File: config.mk
export PLATFORM = sky130hd
export DESIGN_NAME = xfs_supervisor
export DESIGN_NICKNAME = d
export VERILOG_FILES = /design/src/xfs_pkg.sv /design/src/xfs_arc_if.sv /design/src/xfs_arc_window.sv /design/src/xfs_ms_tick.sv /design/src/xfs_supervisor.sv
export SDC_FILE = /design/constraint.sdc
export NUM_CORES = 1
export LEC_CHECK = 0
export ABC_CLOCK_PERIOD_IN_PS = 5600
export BUFFER_PORTS_ARGS = -buffer_cell sky130_fd_sc_hd__buf_2
export CAP_MARGIN = 30
export CORE_MARGIN = 2
export CORE_UTILIZATION = 50
export CTS_CLUSTER_SIZE = 30
export DETAILED_ROUTE_END_ITERATION = 8
export PLACE_DENSITY = 0.79
export SYNTH_ARGS = -nofsm -noshare
export SYNTH_HDL_FRONTEND = slang
export SYNTH_SLANG_ARGS = --single-unit
File: constraint.sdc
create_clock -name mclk -period 5.6 [get_ports mclk]
set_input_delay 1.12 -clock mclk [delete_from_list [all_inputs] [get_ports mclk]]
set_output_delay 1.12 -clock mclk [all_outputs]
set_load 0.05 [all_outputs]
File: src/xfs_pkg.sv
// Shared constants and types for the X-ray fault supervisor
package xfs_pkg;
    // Clock and time base
    localparam int CLK_HZ = 100_000_000;
    localparam int MS_PER_S = 1000;
    localparam int CYC_PER_MS = CLK_HZ / MS_PER_S;
    localparam int TICK_W = 17;
    localparam int MS_W = 14;
    // Host silence allowed before the watchdog trips
    localparam int WDOG_S = 10;
    localparam int WDOG_MS = WDOG_S * MS_PER_S;
    // Arc window, trip count and single-arc lamp pulse
    localparam int ARC_WIN_S = 10;
    localparam int ARC_WIN_MS = ARC_WIN_S * MS_PER_S;
    localparam int ARC_LAMP_S = 1;
    localparam int ARC_LAMP_MS = ARC_LAMP_S * MS_PER_S;
    localparam int ARC_TRIP_COUNT = 4;
    // Register byte offsets
    localparam logic [7:0] OFS_CONTROL = 8'h00;
    localparam logic [7:0] OFS_KV_SET = 8'h04;
    localparam logic [7:0] OFS_MA_SET = 8'h08;
    localparam logic [7:0] OFS_STATUS = 8'h0C;
    localparam logic [7:0] OFS_FLAGS = 8'h10;
    localparam logic [7:0] OFS_CODE = 8'h14;
    localparam logic [7:0] OFS_KV_RD = 8'h18;
    localparam logic [7:0] OFS_MA_RD = 8'h1C;
    localparam logic [7:0] OFS_FIL_RD = 8'h20;
    localparam logic [7:0] OFS_OIL_RD = 8'h24;
    // Control register command bits
    localparam int CTL_ON = 0;
    localparam int CTL_OFF = 1;
    localparam int CTL_CLEAR = 2;
    localparam int CTL_ARM = 3;
    localparam int CTL_DISARM = 4;
    // Status register bits
    localparam int ST_HV = 0;
    localparam int ST_INTLK = 1;
    localparam int ST_FAULT = 2;
    localparam int ST_DIGITAL = 3;
    localparam int ST_WDOG = 4;
    // Fault flag positions; pins 0..5 share the same positions
    localparam int FLT_OV = 0;
    localparam int FLT_OC = 1;
    localparam int FLT_UV = 2;
    localparam int FLT_UC = 3;
    localparam int FLT_OT = 4;
    localparam int FLT_OP = 5;
    localparam int FLT_ARC = 6;
    localparam int FLT_WD = 7;
    localparam int FLT_IL = 8;
    localparam int FLT_N = 9;
    localparam int PIN_ARC = 6;
    localparam int PIN_IL = 7;
    localparam int PIN_LOCAL = 8;
    localparam int PIN_N = 9;
    // Faults that force the power-down state (not undercurrent, not overpower)
    localparam logic [8:0] SHUT_MASK = 9'h1D7;
    // Fault argument codes
    localparam logic [3:0] CODE_NONE = 4'h0;
    localparam logic [3:0] CODE_ARC = 4'h1;
    localparam logic [3:0] CODE_OV = 4'h3;
    localparam logic [3:0] CODE_UV = 4'h4;
    localparam logic [3:0] CODE_OC = 4'h5;
    localparam logic [3:0] CODE_WD = 4'h5;
    localparam logic [3:0] CODE_UC = 4'h6;
    localparam logic [3:0] CODE_OT = 4'h6;
    localparam logic [3:0] CODE_IL = 4'h8;
    localparam logic [3:0] CODE_OP = 4'h9;
    // Reset values
    localparam logic [15:0] SETPOINT_RST = 16'h0000;
    // Output state of the supervisor
    typedef enum logic [1:0] {
        XFS_OFF = 2'b00,
        XFS_ON = 2'b01,
        XFS_DOWN = 2'b10
    } xfs_mode_type;
endpackage

File: src/xfs_arc_if.sv
// Link between the supervisor and its arc-rate window
interface xfs_arc_if;
    logic ms_tick;
    logic arc_pulse;
    logic trip;
    modport supervisor (output ms_tick, output arc_pulse, input trip);
    modport window (input ms_tick, input arc_pulse, output trip);
endinterface

File: src/xfs_arc_window.sv
// Arc-rate window: trips when an arc lands with three others inside the window
module xfs_arc_window import xfs_pkg::*; #(
    parameter int WIN_MS = ARC_WIN_MS
) (
    // Clock and reset
    input wire logic mclk,
    input wire logic sys_rst,
    // Arc events in, trip out
    xfs_arc_if.window arc_bus
);
    localparam int SLOTS = ARC_TRIP_COUNT - 1;

    // Ages of the last three arcs, newest first, saturating at the window
    typedef struct packed {
        logic [SLOTS-1:0][MS_W-1:0] age;
        logic trip;
    } xfs_arc_state_type;

    xfs_arc_state_type st, next_st;

    // Age the slots and shift in new arcs
    always_comb begin
        next_st = st;
        next_st.trip = 1'b0;
        if (arc_bus.arc_pulse) begin
            // fourth arc in window
            next_st.trip = (st.age[SLOTS-1] < MS_W'(WIN_MS));
            for (int i = SLOTS - 1; i > 0; i--) begin
                next_st.age[i] = st.age[i-1];
            end
            next_st.age[0] = '0;
        end else if (arc_bus.ms_tick) begin
            // aged by millisecond tick
            for (int i = 0; i < SLOTS; i++) begin
                if (st.age[i] < MS_W'(WIN_MS)) begin
                    next_st.age[i] = st.age[i] + 1'b1;
                end
            end
        end
    end

    // Reset leaves every slot stale so old arcs never count
    always_ff @(posedge mclk or posedge sys_rst) begin
        if (sys_rst) begin
            st <= {{SLOTS{MS_W'(WIN_MS)}}, 1'b0};
        end else begin
            st <= next_st;
        end
    end

    assign arc_bus.trip = st.trip;
endmodule

File: src/xfs_ms_tick.sv
// Millisecond enable pulse divided down from the system clock
module xfs_ms_tick import xfs_pkg::*; #(
    parameter int CYCLES = CYC_PER_MS
) (
    // Clock and reset
    input wire logic mclk,
    input wire logic sys_rst,
    // One-cycle pulse each millisecond
    output logic ms_tick
);
    typedef struct packed {
        logic [TICK_W-1:0] cnt;
        logic tick;
    } xfs_tick_state_type;

    xfs_tick_state_type st, next_st;

    // Count down and pulse on wrap
    always_comb begin
        next_st = st;
        next_st.tick = 1'b0;
        if (st.cnt == '0) begin
            next_st.cnt = TICK_W'(CYCLES - 1);
            next_st.tick = 1'b1;
        end else begin
            next_st.cnt = st.cnt - 1'b1;
        end
    end

    // State register
    always_ff @(posedge mclk or posedge sys_rst) begin
        if (sys_rst) begin
            st <= '0;
        end else begin
            st <= next_st;
        end
    end

    assign ms_tick = st.tick;
endmodule

File: src/xfs_supervisor.sv
// Top of the X-ray fault supervisor: enable control, fault latching and host registers

// How it works
// Any internal fault latches, lamps, forces off; undercurrent and overpower latch and lamp but keep output on
// Armed watchdog stops output after 10 s
// Watchdog expiry latches, reports code 5
// Setpoints clear to zero at power-up
// Enable from host command or local contact
// Local contact ignored after first digital enable
// Interlock open refuses or drops high voltage
// Open interlock reported as code 8 only
// Shutdown fault enters power-down, lamp off
// Fault held until clear or on command
// Overvoltage trips, lamps, reports code 3
// Overcurrent trips, lamps, reports code 5
// Single arc pulses lamp 1 s, code 1
// Four arcs in 10 s trip off
// Undervoltage trips, lamps, reports code 4
// Undercurrent lamps, code 6, keeps output on
// Overtemperature trips, lamps, reports code 6
// Overpower lights both current lamps, code 9
// Relay energised while output is on
// Fault output open-collector, high when clean
// X-ray indication open-collector, high when off
// Readings available to host on request
// Separate latched flag for every fault
// All timers run from millisecond tick
module xfs_supervisor import xfs_pkg::*; #(
    parameter int CYC_PER_MS_P = CYC_PER_MS,
    parameter int WDOG_MS_P = WDOG_MS,
    parameter int ARC_WIN_MS_P = ARC_WIN_MS
) (
    // Clock and reset
    input wire logic mclk,
    input wire logic sys_rst,
    // Register port
    input wire logic [7:0] reg_addr,
    input wire logic [31:0] reg_wdata,
    input wire logic reg_wr,
    input wire logic reg_rd,
    output logic [31:0] reg_rdata,
    // Comparator fault inputs, asynchronous
    input wire logic overvoltage_fault,
    input wire logic overcurrent_fault,
    input wire logic undervoltage_fault,
    input wire logic undercurrent_fault,
    input wire logic overtemperature_fault,
    input wire logic overpower_fault,
    input wire logic arc_detect,
    // Contacts, asynchronous
    input wire logic interlock_closed,
    input wire logic local_enable,
    // Digitised readings, same clock
    input wire logic [15:0] kv_reading,
    input wire logic [15:0] ma_reading,
    input wire logic [15:0] fil_reading,
    input wire logic [15:0] oil_reading,
    // Setpoints to the regulators
    output logic [15:0] kv_setpoint,
    output logic [15:0] ma_setpoint,
    // Output enable and relay
    output logic high_voltage_output,
    output logic relay_coil,
    // Lamps
    output logic lamp_ov,
    output logic lamp_oc,
    output logic lamp_uv,
    output logic lamp_uc,
    output logic lamp_ot,
    output logic arc_event_lamp,
    output logic xray_on_lamp,
    // Open-collector outputs: pulled low while enable is high
    output logic ps_fault_out,
    output logic ps_fault_oe,
    output logic xray_ind_out,
    output logic xray_ind_oe
);
    // Entire supervisor state
    typedef struct packed {
        logic [PIN_N-1:0] s1;
        logic [PIN_N-1:0] s2;
        logic arc_prev;
        xfs_mode_type mode;
        logic digital;
        logic wd_armed;
        logic [MS_W-1:0] wd_cnt;
        logic [FLT_N-1:0] flags;
        logic [3:0] code;
        logic [MS_W-1:0] lamp_cnt;
        logic [15:0] kv_set;
        logic [15:0] ma_set;
        logic [31:0] rdata;
    } xfs_state_type;

    xfs_state_type st, next_st;

    logic ms_tick; // Millisecond enable
    logic arc_rise; // One-cycle arc event
    logic wr_ctl; // Control register write
    logic cmd_on, cmd_off, cmd_clear;
    logic clear; // Fault reset request
    logic host_act; // Any host access feeds the watchdog
    logic wd_expire; // Watchdog past its limit
    logic [FLT_N-1:0] ev; // Fault events this cycle
    logic [FLT_N-1:0] kept; // Flags surviving a clear
    logic fault_now; // Shutdown fault present after this cycle
    logic on_req, off_req;
    logic [31:0] rd_mux;

    xfs_arc_if arc_bus ();

    // one shared millisecond tick
    xfs_ms_tick #(.CYCLES(CYC_PER_MS_P)) u_tick (
        .mclk(mclk),
        .sys_rst(sys_rst),
        .ms_tick(ms_tick)
    );

    xfs_arc_window #(.WIN_MS(ARC_WIN_MS_P)) u_arc (
        .mclk(mclk),
        .sys_rst(sys_rst),
        .arc_bus(arc_bus)
    );

    assign arc_bus.ms_tick = ms_tick;
    assign arc_bus.arc_pulse = arc_rise;

    // Highest-priority code among new events; shutdown causes and a lone arc come before overpower and undercurrent
    function automatic logic [3:0] code_of(input logic [FLT_N-1:0] e, input logic arc1);
        if (e[FLT_OV]) begin
            return CODE_OV;
        end else if (e[FLT_OC]) begin
            return CODE_OC;
        end else if (e[FLT_UV]) begin
            return CODE_UV;
        end else if (e[FLT_OT]) begin
            return CODE_OT;
        end else if (e[FLT_ARC] || arc1) begin
            return CODE_ARC;
        end else if (e[FLT_WD]) begin
            return CODE_WD;
        end else if (e[FLT_IL]) begin
            return CODE_IL;
        end else if (e[FLT_OP]) begin
            return CODE_OP;
        end else if (e[FLT_UC]) begin
            return CODE_UC;
        end
        return CODE_NONE;
    endfunction

    // Decode of host commands and events
    always_comb begin
        arc_rise = st.s2[PIN_ARC] & ~st.arc_prev;
        wr_ctl = reg_wr && (reg_addr == OFS_CONTROL);
        cmd_on = wr_ctl & reg_wdata[CTL_ON];
        cmd_off = wr_ctl & reg_wdata[CTL_OFF];
        cmd_clear = wr_ctl & reg_wdata[CTL_CLEAR];
        // on command also resets faults
        clear = cmd_on | cmd_clear;
        host_act = reg_wr | reg_rd;
        // strictly longer than the limit
        wd_expire = st.wd_armed && (st.wd_cnt > MS_W'(WDOG_MS_P));
        // comparator inputs become events
        ev = '0;
        ev[FLT_OP:FLT_OV] = st.s2[FLT_OP:FLT_OV];
        // arc-rate trip
        ev[FLT_ARC] = arc_bus.trip;
        // watchdog expiry is a fault
        ev[FLT_WD] = wd_expire;
        // open interlock is a fault
        ev[FLT_IL] = ~st.s2[PIN_IL];
        kept = clear ? '0 : st.flags;
        // any shutdown fault forces power-down
        fault_now = |((kept | ev) & SHUT_MASK);
        // host command or local contact
        // contact has no say once digital
        on_req = cmd_on | (~st.digital & st.s2[PIN_LOCAL]);
        off_req = cmd_off | (~st.digital & ~cmd_on & ~st.s2[PIN_LOCAL]);
    end

    // Read multiplexer
    always_comb begin
        rd_mux = 32'h0000_0000;
        unique case (reg_addr)
            OFS_KV_SET: rd_mux[15:0] = st.kv_set;
            OFS_MA_SET: rd_mux[15:0] = st.ma_set;
            OFS_STATUS: begin
                rd_mux[ST_HV] = (st.mode == XFS_ON);
                rd_mux[ST_INTLK] = st.s2[PIN_IL];
                rd_mux[ST_FAULT] = |st.flags;
                rd_mux[ST_DIGITAL] = st.digital;
                rd_mux[ST_WDOG] = st.wd_armed;
            end
            // one flag per fault
            OFS_FLAGS: rd_mux[FLT_N-1:0] = st.flags;
            OFS_CODE: rd_mux[3:0] = st.code;
            // readings on request
            OFS_KV_RD: rd_mux[15:0] = kv_reading;
            OFS_MA_RD: rd_mux[15:0] = ma_reading;
            OFS_FIL_RD: rd_mux[15:0] = fil_reading;
            OFS_OIL_RD: rd_mux[15:0] = oil_reading;
            // Control is write-only; unmapped reads give zero
            default: rd_mux = 32'h0000_0000;
        endcase
    end

    // Next state
    always_comb begin
        next_st = st;
        // Two-flop synchronisers; only s2 is looked at
        next_st.s1 = {local_enable, interlock_closed, arc_detect, overpower_fault,
                      overtemperature_fault, undercurrent_fault, undervoltage_fault,
                      overcurrent_fault, overvoltage_fault};
        next_st.s2 = st.s1;
        next_st.arc_prev = st.s2[PIN_ARC];
        // set wins over a clear in the same cycle
        next_st.flags = kept | ev;
        // Code follows the newest event; a lone arc also reports
        if (|(ev & ~kept) || arc_rise) begin
            // code 3 / R12: code 5 / R15: code 4 / R17: code 6
            // code 8 / R18: code 9 / R16: code 6
            next_st.code = code_of(ev & ~kept, arc_rise);
        end else if (clear) begin
            next_st.code = CODE_NONE;
        end
        // one-second arc lamp
        if (arc_rise) begin
            next_st.lamp_cnt = MS_W'(ARC_LAMP_MS);
        end else if (ms_tick && st.lamp_cnt != '0) begin
            next_st.lamp_cnt = st.lamp_cnt - 1'b1;
        end
        // watchdog arming and silence count
        if (wr_ctl && reg_wdata[CTL_ARM]) begin
            next_st.wd_armed = 1'b1;
        end else if (wr_ctl && reg_wdata[CTL_DISARM]) begin
            next_st.wd_armed = 1'b0;
        end
        if (host_act || !st.wd_armed) begin
            next_st.wd_cnt = '0;
        end else if (ms_tick && !wd_expire) begin
            next_st.wd_cnt = st.wd_cnt + 1'b1;
        end
        // first digital enable latches remote mode
        if (cmd_on) begin
            next_st.digital = 1'b1;
        end
        // Setpoint writes
        if (reg_wr && reg_addr == OFS_KV_SET) begin
            next_st.kv_set = reg_wdata[15:0];
        end
        if (reg_wr && reg_addr == OFS_MA_SET) begin
            next_st.ma_set = reg_wdata[15:0];
        end
        // Read data stands one cycle only
        next_st.rdata = reg_rd ? rd_mux : 32'h0000_0000;
        // Output mode
        unique case (st.mode)
            XFS_OFF: begin
                // refused while interlock open
                if (fault_now) begin
                    next_st.mode = XFS_DOWN;
                end else if (on_req) begin
                    next_st.mode = XFS_ON;
                end
            end
            XFS_ON: begin
                // shutdown fault drops output at once
                if (fault_now) begin
                    next_st.mode = XFS_DOWN;
                end else if (off_req) begin
                    next_st.mode = XFS_OFF;
                end
            end
            XFS_DOWN: begin
                // leaves only once faults are cleared
                if (!fault_now) begin
                    next_st.mode = cmd_on ? XFS_ON : XFS_OFF;
                end
            end
            default: next_st.mode = XFS_DOWN;
        endcase
    end

    // State register; synchroniser flops reset to the safe reading
    always_ff @(posedge mclk or posedge sys_rst) begin
        if (sys_rst) begin
            st <= '0;
            st.mode <= XFS_OFF;
            // setpoints zero at power-up
            st.kv_set <= SETPOINT_RST;
            st.ma_set <= SETPOINT_RST;
        end else begin
            st <= next_st;
        end
    end

    // Outputs, all from flops
    assign reg_rdata = st.rdata;
    assign kv_setpoint = st.kv_set;
    assign ma_setpoint = st.ma_set;
    assign high_voltage_output = (st.mode == XFS_ON);
    // relay and lamp follow output
    assign relay_coil = (st.mode == XFS_ON);
    assign xray_on_lamp = (st.mode == XFS_ON);
    assign lamp_ov = st.flags[FLT_OV];
    assign lamp_uv = st.flags[FLT_UV];
    assign lamp_ot = st.flags[FLT_OT];
    // overpower shows on both current lamps
    assign lamp_oc = st.flags[FLT_OC] | st.flags[FLT_OP];
    assign lamp_uc = st.flags[FLT_UC] | st.flags[FLT_OP];
    assign arc_event_lamp = (st.lamp_cnt != '0) | st.flags[FLT_ARC];
    // pulled low while any fault latched
    assign ps_fault_out = 1'b0;
    assign ps_fault_oe = |st.flags;
    // pulled low while output is on
    assign xray_ind_out = 1'b0;
    assign xray_ind_oe = (st.mode == XFS_ON);

    localparam logic [MS_W-1:0] WD_LIM = MS_W'(WDOG_MS_P);
endmodule

After elaboration in Yosys (flattened, before gate mapping). Index checks and enable logic that the tools add are counted.

Memories kept: 0. Bits in read-only memories: 0. RAM bits: 0. Bits in latches: 0. Bits in registers: 173.

$lt $le $gt $ge: 4. Eq/ne operators: 14. Div/mod/pow operators: 0. Shift operators: 0. Multiply operators: 0. Reduce and logical (&&, ||, !) cells: 32. Multiplexer cells: 49. Bitwise gates (word level): 22. $add $sub $neg: 6.

Operator list (count): $mux W14 (7); $mux W42 (2); $add A14 B1 Y14 const B (4); $mux W4 (12); $lt A14 B14 Y1 const B (3); $pmux W7 S6 (1); $pmux W4 S9 (1); $eq A8 B5 Y1 const B (4); $pmux W4 S7 (1); $reduce_or A9 Y1 (2); $logic_not A17 Y1 (1); $mux W17 (1); $sub A17 B1 Y17 const B (1); $eq A8 B4 Y1 const B (2); $eq A8 B6 Y1 const B (2); $mux W16 (1); $reduce_bool A2 Y1 (8); $mux W1 (15); $gt A14 B14 Y1 const B (1); $reduce_bool A14 Y1 (1); $sub A14 B1 Y14 const B (1); $mux W2 (5); $and A9 B9 Y9 (1); $mux W9 (1); 21 further kinds (49).

Logic depth before layout (Yosys ltp). Gate-level depths: netlist (run 1).

Depth in word-level cells: 19. Mapped depth: 9. Depth with buffers taken out: 8.

Modules after synthesis. A second synthesis (run 1) with hierarchy kept.

Cells, all modules: 923. Area total of the unflattened synthesis: 9334.0 µm².

By module, submodules not included: xfs_supervisor (area an instance 5746.8 µm², instances 1, cells each 538, seq. area each 2802.7 µm²); xfs_arc_window (area an instance 2628.8 µm², instances 1, cells each 295, seq. area each 1094.8 µm²); xfs_ms_tick (area an instance 958.4 µm², instances 1, cells each 90, seq. area each 450.4 µm²).

Worst setup path after synthesis (run 1). Ideal clock, no wire load.

Kind: input-to-reg. From: in reg_addr[5]. To: reg st[107] in the netlist's numbering. Stages on the path: 8. Setup time: 0.065 ns. Data arrival time: 3.264 ns. Path slack: 2.271 ns. Cells stage by stage: or4_4 buf_6 or4_4 buf_6 a21o_1 or3_1 nor4_2 o21a_1.

RTL lines: start, declared (line xfs_supervisor.sv:37) `input wire logic [7:0] reg_addr,`; end signal, assigned (line xfs_supervisor.sv:294) `st <= next_st;`; end, declared (line xfs_supervisor.sv:95) `xfs_state_type st, next_st;`.

Worst setup path after layout (run 1).
From: reg st[64] in the netlist's numbering. To: out arc_event_lamp.

Longest elaborated chain between the ends: 2.

Ends and longest elaborated chain: $reduce_bool A14 Y1 (line xfs_supervisor.sv:312) `assign arc_event_lamp = (st.lamp_cnt != '0) | st.flags[FLT_ARC];`; $or A1 B1 Y1 (line xfs_supervisor.sv:312); end, declared (line xfs_supervisor.sv:70) `output logic arc_event_lamp,`.

Every way passes these cells.

==> results.md, run 1 <==
- Area of the mapped netlist: 8840 um2
- Number of enable flip-flop cells after synthesis: 0
- Launch point of the worst path: st[64]
- Routed WL: 20.5 mm
- Layout cell share with drive strength beyond 1: 27.6%
- Final design utilization: 57.3%
- Remaining number of nets flagged by the antenna check after routing: 0
- Class of the tightest hold or removal check: reg -> reg
- Average wire per standard cell: 17.1 um
- Number of remaining DRC errors: 0
- Post-DR vias/cell: 5.83
- TritonCTS Buffers: 17
- Layout-stage area growth over the synthesis result: 12.2%
- Vias after detailed routing: 7010
- Hold Buf Count CTS: 0
- Clock buffer depth: 2
- Data arrival time of the critical path: 2.25 ns
- Count of placed standard cells in the final layout, fillers left out: 1203
- Source of the worst register-to-register timing path: u_tick.st[1]
- Run status: finished clean
- First-pass GRT wire length: 32.3 mm
- Number of distinct library cells after synthesis: 66
- H-tree Lvls: 4
- Die X: 137 um
- Synthesized area per cell: 10.2 um2
- Final max-slew violation count: 0
- Final weighted congestion in routability-driven placement: 0.878
- Buffers & Inverters on Critical Path: 2
- Maximum number of pins on one net before global-route repair: 174
- Static Leakage: 4.43 nW
- I/O pin count: 194
- Total congestion overflow after global routing: 0
- Core area: 17300 um2
- Worst Max-Slew Pin Slew: 0.883 ns
- HP Start: next_st[113]
- Synth Warn #: 0
- Asr flop ratio synth: 100%
- Sequential cell area fraction in the yosys report: 49.2%
- Synthesized flop and latch total: 173
- Most common cell after layout, fill and taps aside: buf_2
- Setup Buffers After CTS: 0
- Die area: 18800 um2
- Dominant synthesized flop cell: dfrtp_1
- Max-cap violation count: 0
- Endpoint type of the worst setup path: output port
- Cell Chain, Critical Path: inv_1 -> ha_1 -> or4b_2 -> nor4_1 -> nand2b_1 -> buf_2
- Commonest non-fill, non-tap cells in the layout: buf_2, dfrtp_1, nand2_1
- Initial cell density of the core: 51.1%
- Site row count: 48
- Vias in the first global route: 6570
- Setup-violating endpoint count in the final report: 0
- Worst stage delay on the critical path: 0.60 ns
- Number of port buffers: 159
- VDD IR max: 0.255 mV
- Required time of the worst setup path: 4.48 ns
- Number of design-rule violations left by the first detailed-router iteration: 532
- Number of antenna violations at the first check in global routing: 1
- Startpoint kind of the worst setup timing path: flip-flop
- RSZ-0062 raised after global routing: no
- Post-cts repair resize count: 0
- Maximum net fanout on the critical path: 3
- Minimum period implied by the final worst setup slack: 3.37 ns
- Later-pin clock latency in the skew report: 0.43 ns
- Hold violation count in the final report: 0
- Number of detailed-routing iterations run before antenna repair: 7
- Count of mapped cells out of synthesis: 870
- Clock-pin slew on the worst setup and hold paths: 0.06 ns
- Maximum operating frequency: 297 MHz
- Final hold slack: 0.353 ns
- Placed Cells incl. Taps: 1171
- Critical Setup Path Class: reg -> out
- Placed wire-length estimate: 14.8 mm
- Clk_skew: 0.0137 ns
- Clock Tree Root: clkbuf_16
- Total track usage: 21.9%
- Max transition margin: 41.1%
- Final layout net count: 1089
- TritonCTS clock tree: done
- Cell at the slowest stage of the critical path: or4b_2
- Fin Setup TNS: 0 ns
- Die span in y: 137 um
- Post-route fraction of the period consumed by the critical path: 60.2%
- Power density over cell area: 277 nW/um2
- Number of clock sinks seen by CTS: 173
- Critical path's top delay family: simple AND/OR/NAND/NOR gates
## metrics by stage
stage / setup slack [ns] / power [mW] / cell area, um2
after floorplan: 2.27 / 1.62 / 8910
after global placement: 1.91 / 1.68 / 9380
after detailed placement: 1.89 / 1.69 / 9380
after CTS: 2.21 / 2.77 / 9920
after global routing: 2.10 / 2.87 / 9920
final: 2.23 / 2.75 / 9920
## Yosys cell counts, types with 4 or more instances
library cell | instances | share of area (%)
and3_1 | 13 | 0.92
a222oi_1 | 11 | 1.2
nand3_1 | 24 | 1.4
nand2_1 | 82 | 3.5
clkbuf_1 | 33 | 1.4
or4_1 | 12 | 1.0
nor4_1 | 12 | 0.85
a21oi_1 | 32 | 1.8
nor3_1 | 10 | 0.57
and2_1 | 7 | 0.50
dfstp_2 | 15 | 4.5
a32oi_1 | 4 | 0.40
xnor2_1 | 27 | 2.7
buf_4 | 69 | 5.9
ha_1 | 7 | 0.99
or2_2 | 4 | 0.28
o21ai_0 | 44 | 2.5
or3_1 | 11 | 0.78
o41ai_1 | 4 | 0.40
mux2_2 | 32 | 4.1
dfrtp_1 | 158 | 45
or4b_2 | 4 | 0.45
nor2_1 | 60 | 2.5
o2111ai_1 | 8 | 0.79
nand2b_1 | 9 | 0.64
o22ai_1 | 5 | 0.35
o31ai_1 | 6 | 0.51
inv_1 | 19 | 0.81
xor2_1 | 23 | 2.3
a22oi_1 | 38 | 3.2
a22o_1 | 5 | 0.50
a41oi_1 | 5 | 0.50
nand4_1 | 8 | 0.57
a21o_1 | 5 | 0.42
a31oi_1 | 15 | 1.1
## layout make-up
cell class / count / area, um2
fill: 1453 / 7380
sequential: 173 / 4350
multi-input combinational: 586 / 3810
timing repair buffer: 166 / 861
clock buffer: 18 / 429
tap: 225 / 282
clock inverter: 13 / 106
inverter: 21 / 82.6
antenna: 1 / 2.50
## routing by layer
| metal | routed length, um | vias up | GRT usage [%] |
|---|---|---|---|
| li1 | - | 3284 | - |
| met1 | 8390 | 3421 | 27.1 |
| met2 | 10200 | 273 | 37.3 |
| met3 | 1550 | 32 | 5.19 |
| met4 | 366 | 0 | 8.08 |
| met5 | 0 | - | 0 |
## cell families (layout without fill, tap and decap cells)
family                     count (synthesis)  after routing  synth area share, %
AOI/OAI and AO/OA                        207            207                 16.6
xor gates and xnor gates                  50             50                 4.95
adders and majority gates                  7              7                0.991
buffers and inverters                    128            218                 8.55
DFF                                      173            173                 49.2
muxes                                     33             33                 4.19
other                                      1             19               0.0424
and+or+nand+nor                          271            271                 15.5
## power by group
part | leakage [nW] | internal, mW | switching, mW | total [mW]
Combinational | 2.05 | 0.0955 | 0.184 | 0.280
Sequential | 2.13 | 1.32 | 0.0713 | 1.39
Clock | 0.248 | 0.574 | 0.502 | 1.08
Total | 4.43 | 1.99 | 0.758 | 2.75
## worst paths after layout
| kind | depth (start not counted) | slack, ns | to |
|---|---|---|---|
| setup / recovery | 6 | 2.23 | arc_event_lamp |
| hold / removal | 0 | 0.35 | ev[3] |
| setup reg to reg | 8 | 2.65 | u_tick.st[14] |
| hold reg to reg | 0 | 0.35 | ev[3] |
| max in group asynchronous | 3 | 4.01 | kv_setpoint[7] |
| min in group asynchronous | 3 | 0.96 | st[118] |
## state kept, by name, summed over array words and instances (netlist names), 6 cells and up
register	count
st	45
u_arc.st	42
u_tick.st	17
kv_setpoint	16
ma_setpoint	16
reg_rdata	16
next_st	10
ev	6
Power figures use the tool's default switching activity.
==> inputs of run 2 (changes only) <==
--- a/config.mk
+++ b/config.mk
@@ -5,14 +5,15 @@
 export SDC_FILE = /design/constraint.sdc
 export NUM_CORES = 1
 export LEC_CHECK = 0
-export ABC_CLOCK_PERIOD_IN_PS = 5600
+export ABC_AREA = 1
+export ABC_CLOCK_PERIOD_IN_PS = 3400
 export BUFFER_PORTS_ARGS = -buffer_cell sky130_fd_sc_hd__buf_2
 export CAP_MARGIN = 30
 export CORE_MARGIN = 2
-export CORE_UTILIZATION = 50
+export CORE_UTILIZATION = 54
 export CTS_CLUSTER_SIZE = 30
 export DETAILED_ROUTE_END_ITERATION = 8
-export PLACE_DENSITY = 0.79
+export PLACE_DENSITY = 0.81
 export SYNTH_ARGS = -nofsm -noshare
 export SYNTH_HDL_FRONTEND = slang
 export SYNTH_SLANG_ARGS = --single-unit
==> constraint.sdc (replaced) <==
create_clock -name mclk -period 3.4 [get_ports mclk]
set_input_delay 0.68 -clock mclk [delete_from_list [all_inputs] [get_ports mclk]]
set_output_delay 0.68 -clock mclk [all_outputs]
set_load 0.05 [all_outputs]
==> results.md, run 2 <==
- Dominant synthesized flop cell: dfrtp_1
- Worst Max-Slew Pin Slew: 0.909 ns (+0.0258 ns)
- Minimum period implied by the final worst setup slack: 2.75 ns
- Layout-stage area growth over the synthesis result: 12.5%
- Final max-slew violation count: 0 (unchanged)
- TritonCTS Buffers: 17 (unchanged)
- Final weighted congestion in routability-driven placement: 0.940 (+7.1%)
- Clk_skew: 0.0110 ns (-0.00275 ns)
- Max transition margin: 39.3% (-1.9 points)
- Met2 layer wire length in the routed design: 11.2 mm (+9.0%)
- Most common cell after layout, fill and taps aside: nand2_1
- Number of enable flip-flop cells after synthesis: 0 (unchanged)
- First-pass GRT wire length: 38.1 mm (+18%)
- Maximum net fanout on the critical path: 5 (+2)
- Total track usage: 25.7% (+3.8 points)
- Final layout net count: 1467 (+35%)
- Number of port buffers: 159 (unchanged)
- Count of mapped cells out of synthesis: 1235 (+42%)
- Clock-pin slew on the worst setup and hold paths: 0.07 ns (about the same)
- Area of the mapped netlist: 9640 um2 (+9.0%)
- Post-route fraction of the period consumed by the critical path: 80.8%
- Synth Warn #: 0 (unchanged)
- Commonest cells post-synth: nand2_1, dfrtp_1, inv_1, nor2_1, o21ai_0
- Vias in the first global route: 7964 (+21%)
- Reg with most FFs: st
- Critical Setup Path Class: reg -> out
- Hold Buf Count CTS: 0 (unchanged)
- Number of remaining DRC errors: 0 (unchanged)
- Core area: 17400 um2 (+0.35%)
- Placed instance area: 10200 um2 (+9.2%)
- Sequential cell area fraction in the yosys report: 45.1% (-4.1 points)
- Synth top area cells: dfrtp_1, nand2_1, inv_1, buf_4, o21ai_0
- Commonest non-fill, non-tap cells in the layout: nand2_1, buf_2, dfrtp_1
- Critical path's top delay family: simple AND/OR/NAND/NOR gates
- Total power of the final layout: 4.76 mW (+73%)
- RSZ-0062 raised after global routing: no
- Layout cell share with drive strength beyond 1: 18.8% (-8.8 points)
- Average wire per standard cell: 14.9 um (-13%)
- Met3 wirelength from detailed routing: 1.73 mm (+12%)
- Remaining number of nets flagged by the antenna check after routing: 0 (unchanged)
- Non-Filler Cell Area, Final: 10800 um2 (+9.3%)
- Endpoint type of the worst setup path: output port
- Data arrival time of the critical path: 2.07 ns (-0.18 ns)
- Clock Tree Root: clkbuf_16
- Cell at the slowest stage of the critical path: dfrtp_1
- Max FFs per register: 45 (unchanged)
- Post-cts repair resize count: 0 (unchanged)
- Static Leakage: 5.27 nW (+19%)
- TritonCTS clock tree: done
- Setup slack on the worst flop-to-flop path: 0.99 ns (-1.66 ns)
- Number of design-rule violations left by the first detailed-router iteration: 568 (+6.8%)
- Synthesized flop and latch total: 173 (unchanged)
- Placed wire-length estimate: 17.3 mm (+17%)
- Site row count: 48 (unchanged)
- Number of clock sinks seen by CTS: 173 (unchanged)
- Asr flop ratio synth: 100% (unchanged)
- Top routing layer in use: met4
- Initial cell density of the core: 55.5% (+4.4 points)
- Worst stage delay on the critical path: 0.36 ns (-0.24 ns)
- Startpoint kind of the worst setup timing path: flip-flop
- Die area: 18900 um2 (+0.91%)
- Maximum number of pins on one net before global-route repair: 86 (-51%)
- Post-DR vias/cell: 5.42 (-6.9%)
- Number of antenna violations at the first check in global routing: 2 (+1)
- Number of fill cells in the layout: 1549 (+6.6%)
- I/O pin count: 194 (unchanged)
- Power density over cell area: 439 nW/um2 (+58%)
- VDD IR max: 0.390 mV (+53%)
- Vias after detailed routing: 8587 (+22%)
- Fin Setup TNS: 0 ns (unchanged)
- Max-cap violation count: 0 (unchanged)
- Maximum operating frequency: 364 MHz
- Required time of the worst setup path: 2.72 ns (-1.76 ns)
- Clock buffer depth: 2 (unchanged)
- Setup Buffers After CTS: 0 (unchanged)
- Routed WL: 23.6 mm (+15%)
- Cell Chain, Critical Path: inv_1 -> ha_1 -> nand2_1 -> nor2_1 -> nand2_1 -> nor2_1 -> nand2_1 -> buf_2
- Hold violation count in the final report: 0 (unchanged)
- Run status: finished clean
- Largest registers ranked by flip-flop count: st: 45 flops, u_arc.st: 42 flops, u_tick.st: 17 flops
- Total congestion overflow after global routing: 0 (unchanged)
- Number of detailed-routing iterations run before antenna repair: 7 (unchanged)
- Later-pin clock latency in the skew report: 0.44 ns (about the same)
- Number of distinct library cells after synthesis: 54 (-18%)
- Die X: 138 um (+0.45%)
- Most frequent cell after synthesis: nand2_1
- Buffers & Inverters on Critical Path: 2 (unchanged)
- Top cell type's share of synthesized area: 41.0% (-3.7 points)
- Class of the tightest hold or removal check: in -> async
- Library cell with the largest summed area after synthesis: dfrtp_1
- Critical Path Most Common Cell: nand2_1
- Setup-violating endpoint count in the final report: 0 (unchanged)
- Die span in y: 138 um (+0.45%)
- Met1 Routed Length: 9.82 mm (+17%)
- H-tree Lvls: 4 (unchanged)
- Synthesized area per cell: 7.80 um2 (-23%)
run 2: changes by cell type after synthesis, moves of 16 or more:
cell / previous run / this run
nand2_1: 82 / 302
inv_1: 19 / 146
nand3_1: 24 / 84
o21ai_0: 44 / 93
a22oi_1: 38 / 0
nor2_1: 60 / 98
mux2_2: 32 / 0
xnor2_1: 27 / 3
clkbuf_1: 33 / 13
nor3_1: 10 / 26
run 2: per-stage QoR:
stage / cells / setup WS, ns / hold WS, ns / util (%)
after global placement: 1549 / 0.816 / 0.333 / 59.0
after global routing: 1583 / 0.543 / 0.224 / 62.5
after floorplan: 1252 / 0.522 / 0.331 / -
after detailed placement: 1549 / 0.705 / 0.339 / 59.0
final: 1583 / 0.652 / 0.216 / 62.5
after CTS: 1581 / 0.659 / 0.215 / 62.4
run 2: power by group:
group	internal, mW	switching, mW
clock	1.12	0.862
sequential	2.17	0.0874
combinational	0.156	0.362
run 2: worst paths after layout:
check                        startpoint             end  depth (start not counted)
min                             sys_rst    next_st[116]                          2
min in group mclk            arc_detect    next_st[116]                          1
max reg2reg                     st[109]    u_arc.st[25]                          7
max in group asynchronous       sys_rst     u_arc.st[5]                          3
max                              st[64]  arc_event_lamp                          8
min reg2reg                next_st[116]    next_st[109]                          0
run 2: worst reg2reg max path, stage by stage, from the launching register on:
cell     delay, ns
dfrtp_1       0.39
nor2_4        0.39
inv_1         0.35
nand2_1       0.28
nand2_1       0.46
a21oi_1       0.34
nand2_1       0.08
nand2_1       0.06
run 2: layout make-up:
cell class              instances  area (um2)  share of cell area, %
diodes                          2        5.00                 0.0462
clock buffers                  19         443                   4.08
clock inverters                13         155                   1.43
inverters                     152         574                   5.30
multi-input cells             829        4130                   38.1
flip-flops and latches        173        4350                   40.1
well taps                     225         282                   2.60
repair buffers                170         903                   8.33
run 2: cell families (layout without fill, tap and decap cells):
| group | count (synthesis) | count (layout) | synth area share [%] |
|---|---|---|---|
| other | 1 | 20 | 0.0389 |
| XOR/XNOR | 30 | 30 | 2.73 |
| AO/OA/AOI/OAI | 199 | 199 | 12.2 |
| multiplexers | 1 | 1 | 0.104 |
| AND/OR/NAND/NOR | 574 | 574 | 26.3 |
| adder cells (fa/ha/maj) | 7 | 7 | 0.909 |
| buffers and inverters | 250 | 354 | 12.7 |
| flip-flops | 173 | 173 | 45.1 |
run 2: routing by layer:
| metal | global-route usage, % | up-vias |
|---|---|---|
| li1 | - | 4177 |
| met1 | 33.2 | 4008 |
| met2 | 41.1 | 330 |
| met3 | 6.25 | 72 |
| met4 | 11.7 | 0 |
| met5 | 0 | - |
==> inputs of run 3 (changes only) <==
--- a/config.mk
+++ b/config.mk
@@ -6,14 +6,14 @@
 export NUM_CORES = 1
 export LEC_CHECK = 0
 export ABC_AREA = 1
-export ABC_CLOCK_PERIOD_IN_PS = 3400
+export ABC_CLOCK_PERIOD_IN_PS = 2300
 export BUFFER_PORTS_ARGS = -buffer_cell sky130_fd_sc_hd__buf_2
 export CAP_MARGIN = 30
 export CORE_MARGIN = 2
-export CORE_UTILIZATION = 54
+export CORE_UTILIZATION = 50
 export CTS_CLUSTER_SIZE = 30
 export DETAILED_ROUTE_END_ITERATION = 8
-export PLACE_DENSITY = 0.81
+export PLACE_DENSITY = 0.79
 export SYNTH_ARGS = -nofsm -noshare
 export SYNTH_HDL_FRONTEND = slang
 export SYNTH_SLANG_ARGS = --single-unit
==> constraint.sdc (replaced) <==
create_clock -name mclk -period 2.3 [get_ports mclk]
set_input_delay 0.46 -clock mclk [delete_from_list [all_inputs] [get_ports mclk]]
set_output_delay 0.46 -clock mclk [all_outputs]
set_load 0.05 [all_outputs]
==> results.md, run 3 (synthesis results as in run 2) <==
- Vias in the first global route: 8026 (+0.78%)
- Class of the tightest hold or removal check: in -> async
- TritonCTS clock tree: done
- Number of detailed-routing iterations run before antenna repair: 6 (-1)
- Largest registers ranked by flip-flop count: st: 45 flops, u_arc.st: 42 flops, u_tick.st: 17 flops
- Cell at the slowest stage of the critical path: dfrtp_1
- Critical path's top delay family: simple AND/OR/NAND/NOR gates
- Startpoint kind of the worst setup timing path: flip-flop
- Number of design-rule violations left by the first detailed-router iteration: 673 (+18%)
- Post-route fraction of the period consumed by the critical path: 97.2%
- Die area: 20400 um2 (+7.8%)
- Part of the total power dissipated in the clock network: 41.7% (about the same)
- H-tree Lvls: 4 (unchanged)
- Post-DR vias/cell: 5.26 (-3.1%)
- Final setup margin: 0.0642 ns (-0.588 ns)
- Required time of the worst setup path: 1.84 ns (-0.88 ns)
- Number of remaining DRC errors: 0 (unchanged)
- RSZ-0062 raised after global routing: yes
- Die span in y: 143 um (+3.8%)
- Placed instance area: 10400 um2 (+1.9%)
- Max-cap violation count: 0 (unchanged)
- Minimum period implied by the final worst setup slack: 2.24 ns
- Layout-stage area growth over the synthesis result: 14.9%
- Data arrival time of the critical path: 1.78 ns (-0.29 ns)
- Internal Power: 5.09 mW (+48%)
- Clock-pin slew on the worst setup and hold paths: 0.07 ns (about the same)
- Layout cell share with drive strength beyond 1: 20.3% (+1.5 points)
- Number of port buffers: 159 (unchanged)
- Maximum net fanout on the critical path: 5 (unchanged)
- Later-pin clock latency in the skew report: 0.43 ns (about the same)
- Setup-violating endpoint count in the final report: 0 (unchanged)
- Number of antenna violations at the first check in global routing: 1 (-1)
- Critical Path Most Common Cell: nand2_1
- Switching share of power: 28.0% (+0.38 points)
- Non-Filler Cell Area, Final: 11100 um2 (+2.2%)
- First-pass GRT wire length: 39.0 mm (+2.3%)
- Count of placed standard cells in the final layout, fillers left out: 1636 (+3.3%)
- Endpoint type of the worst setup path: output port
- Static Leakage: 5.38 nW (+2.0%)
- Core area: 18800 um2 (+8.5%)
- Cell Chain, Critical Path: inv_2 -> ha_4 -> nand2_1 -> nor2_2 -> nand2_1 -> nor2_2 -> nand2_1 -> buf_6
- Setup WS pre-CTS: 0.222 ns (-0.483 ns)
- Die X: 143 um (+3.8%)
- Placed Cells incl. Taps: 1601 (+3.4%)
- Clock Tree Root: clkbuf_16
- Average wire per standard cell: 14.6 um (-2.0%)
- I/O pin count: 194 (unchanged)
- Worst Max-Slew Pin Slew: 0.586 ns (-0.323 ns)
- Logic pwr share: 11.1% (+0.2 points)
- Buffers & Inverters on Critical Path: 2 (unchanged)
- Remaining number of nets flagged by the antenna check after routing: 0 (unchanged)
- Total power of the final layout: 7.06 mW (+48%)
- Worst stage delay on the critical path: 0.37 ns (about the same)
- Clk_skew: 0.0104 ns (-0.000563 ns)
- Final layout net count: 1486 (+1.3%)
- Power density over cell area: 637 nW/um2 (+45%)
- Run status: finished clean
- Max FFs per register: 45 (unchanged)
- Maximum operating frequency: 447 MHz
- Power dissipated by switching net loads: 1.97 mW (+50%)
- Clock buffer depth: 2 (unchanged)
- Placed wire-length estimate: 18.0 mm (+4.0%)
- Hold violation count in the final report: 0 (unchanged)
- Number of clock sinks seen by CTS: 173 (unchanged)
- Fin Setup TNS: 0 ns (unchanged)
- Vias after detailed routing: 8599 (+0.14%)
- Initial cell density of the core: 51.2% (-4.3 points)
- Commonest non-fill, non-tap cells in the layout: nand2_1, dfrtp_1, buf_2
- Max transition margin: 60.6% (+21 points)
- Reg with most FFs: st
- Site row count: 50 (+4.2%)
- VDD IR max: 0.582 mV (+49%)
- Total congestion overflow after global routing: 0 (unchanged)
- Final weighted congestion in routability-driven placement: 0.939 (-0.12%)
- Most common cell after layout, fill and taps aside: nand2_1
- Critical Setup Path Class: reg -> out
- TritonCTS Buffers: 17 (unchanged)
- Final max-slew violation count: 0 (unchanged)
- Total track usage: 23.9% (-1.8 points)
- Maximum number of pins on one net before global-route repair: 62 (-28%)
- Routed WL: 23.9 mm (+1.3%)
- Power share of the sequential group: 47.2% (-0.2 points)
- Number of fill cells in the layout: 1651 (+6.6%)
==> run 3: final cells by class <==
cell class,instances,area [um2],area share [%]
inverters,152,574,5.18
clock buffers,17,425,3.84
well taps,260,325,2.94
multi-input cells,829,4150,37.5
repair buffers,189,1080,9.72
diodes,1,2.50,0.0226
clock inverters,15,174,1.57
flip-flops and latches,173,4350,39.2
==> run 3: final timing paths <==
| kind | start | to | slack, ns | cells past startpoint |
|---|---|---|---|---|
| setup / recovery | st[64] | arc_event_lamp | 0.06 | 8 |
| hold / removal | sys_rst | u_arc.st[16] | 0.04 | 2 |
| setup reg to reg | st[65] | st[72] | 0.23 | 13 |
| hold reg to reg | next_st[115] | ev[5] | 0.35 | 0 |
| max in group asynchronous | sys_rst | u_arc.st[38] | 1.59 | 3 |
| min in group mclk | undervoltage_fault | next_st[112] | 0.13 | 1 |
==> run 3: per-stage QoR <==
step	utilization, %	hold slack (ns)
2_1_floorplan	-	0.331
3_3_place_gp	55.4	0.332
3_5_place_dp	55.4	0.340
4_1_cts	58.7	0.0285
5_1_grt	58.8	0.0509
6_report	58.8	0.0367
==> run 3: per-layer routing <==
| layer | GRT usage, % | routed length, um | vias up |
|---|---|---|---|
| met1 | 31.4 | 10300 | 4002 |
| li1 | - | - | 4216 |
| met2 | 39.6 | 11600 | 335 |
| met4 | 9.12 | 607 | 0 |
| met5 | 0 | 0 | - |
| met3 | 4.26 | 1430 | 46 |
==> run 3: timing repair <==
item / 4_1_cts / 5_1_grt
gates resized for setup: 4 / 3
hold buffers: 0 / 0
setup buffers: 1 / 1
endpoints found under the hold margin: 0 / 0
pin swaps: 1 / 1
setup endpoints to repair: 1 / 2
==> run 3: worst reg2reg max path, stage by stage, from the launching register on <==
cell and delay, ns:
dfrtp_1 0.36, inv_1 0.08, ha_4 0.17, nand2_1 0.09
nor2_2 0.06, nand2_1 0.09, nor2_2 0.05, buf_4 0.13
nor2_4 0.17, inv_1 0.09, nor2_1 0.23, nand3b_1 0.17
o21ai_0 0.19, nand3_1 0.08
==> run 3: power by group through the flow <==
stage / clock network, mW / registers (mW) / logic [mW]
after floorplan: 0 / 3.35 / 0.605
after global placement: 0 / 3.38 / 0.763
after global routing: 3.13 / 3.35 / 0.868
final: 2.94 / 3.33 / 0.782
after CTS: 3.01 / 3.33 / 0.785
after detailed placement: 0 / 3.38 / 0.780
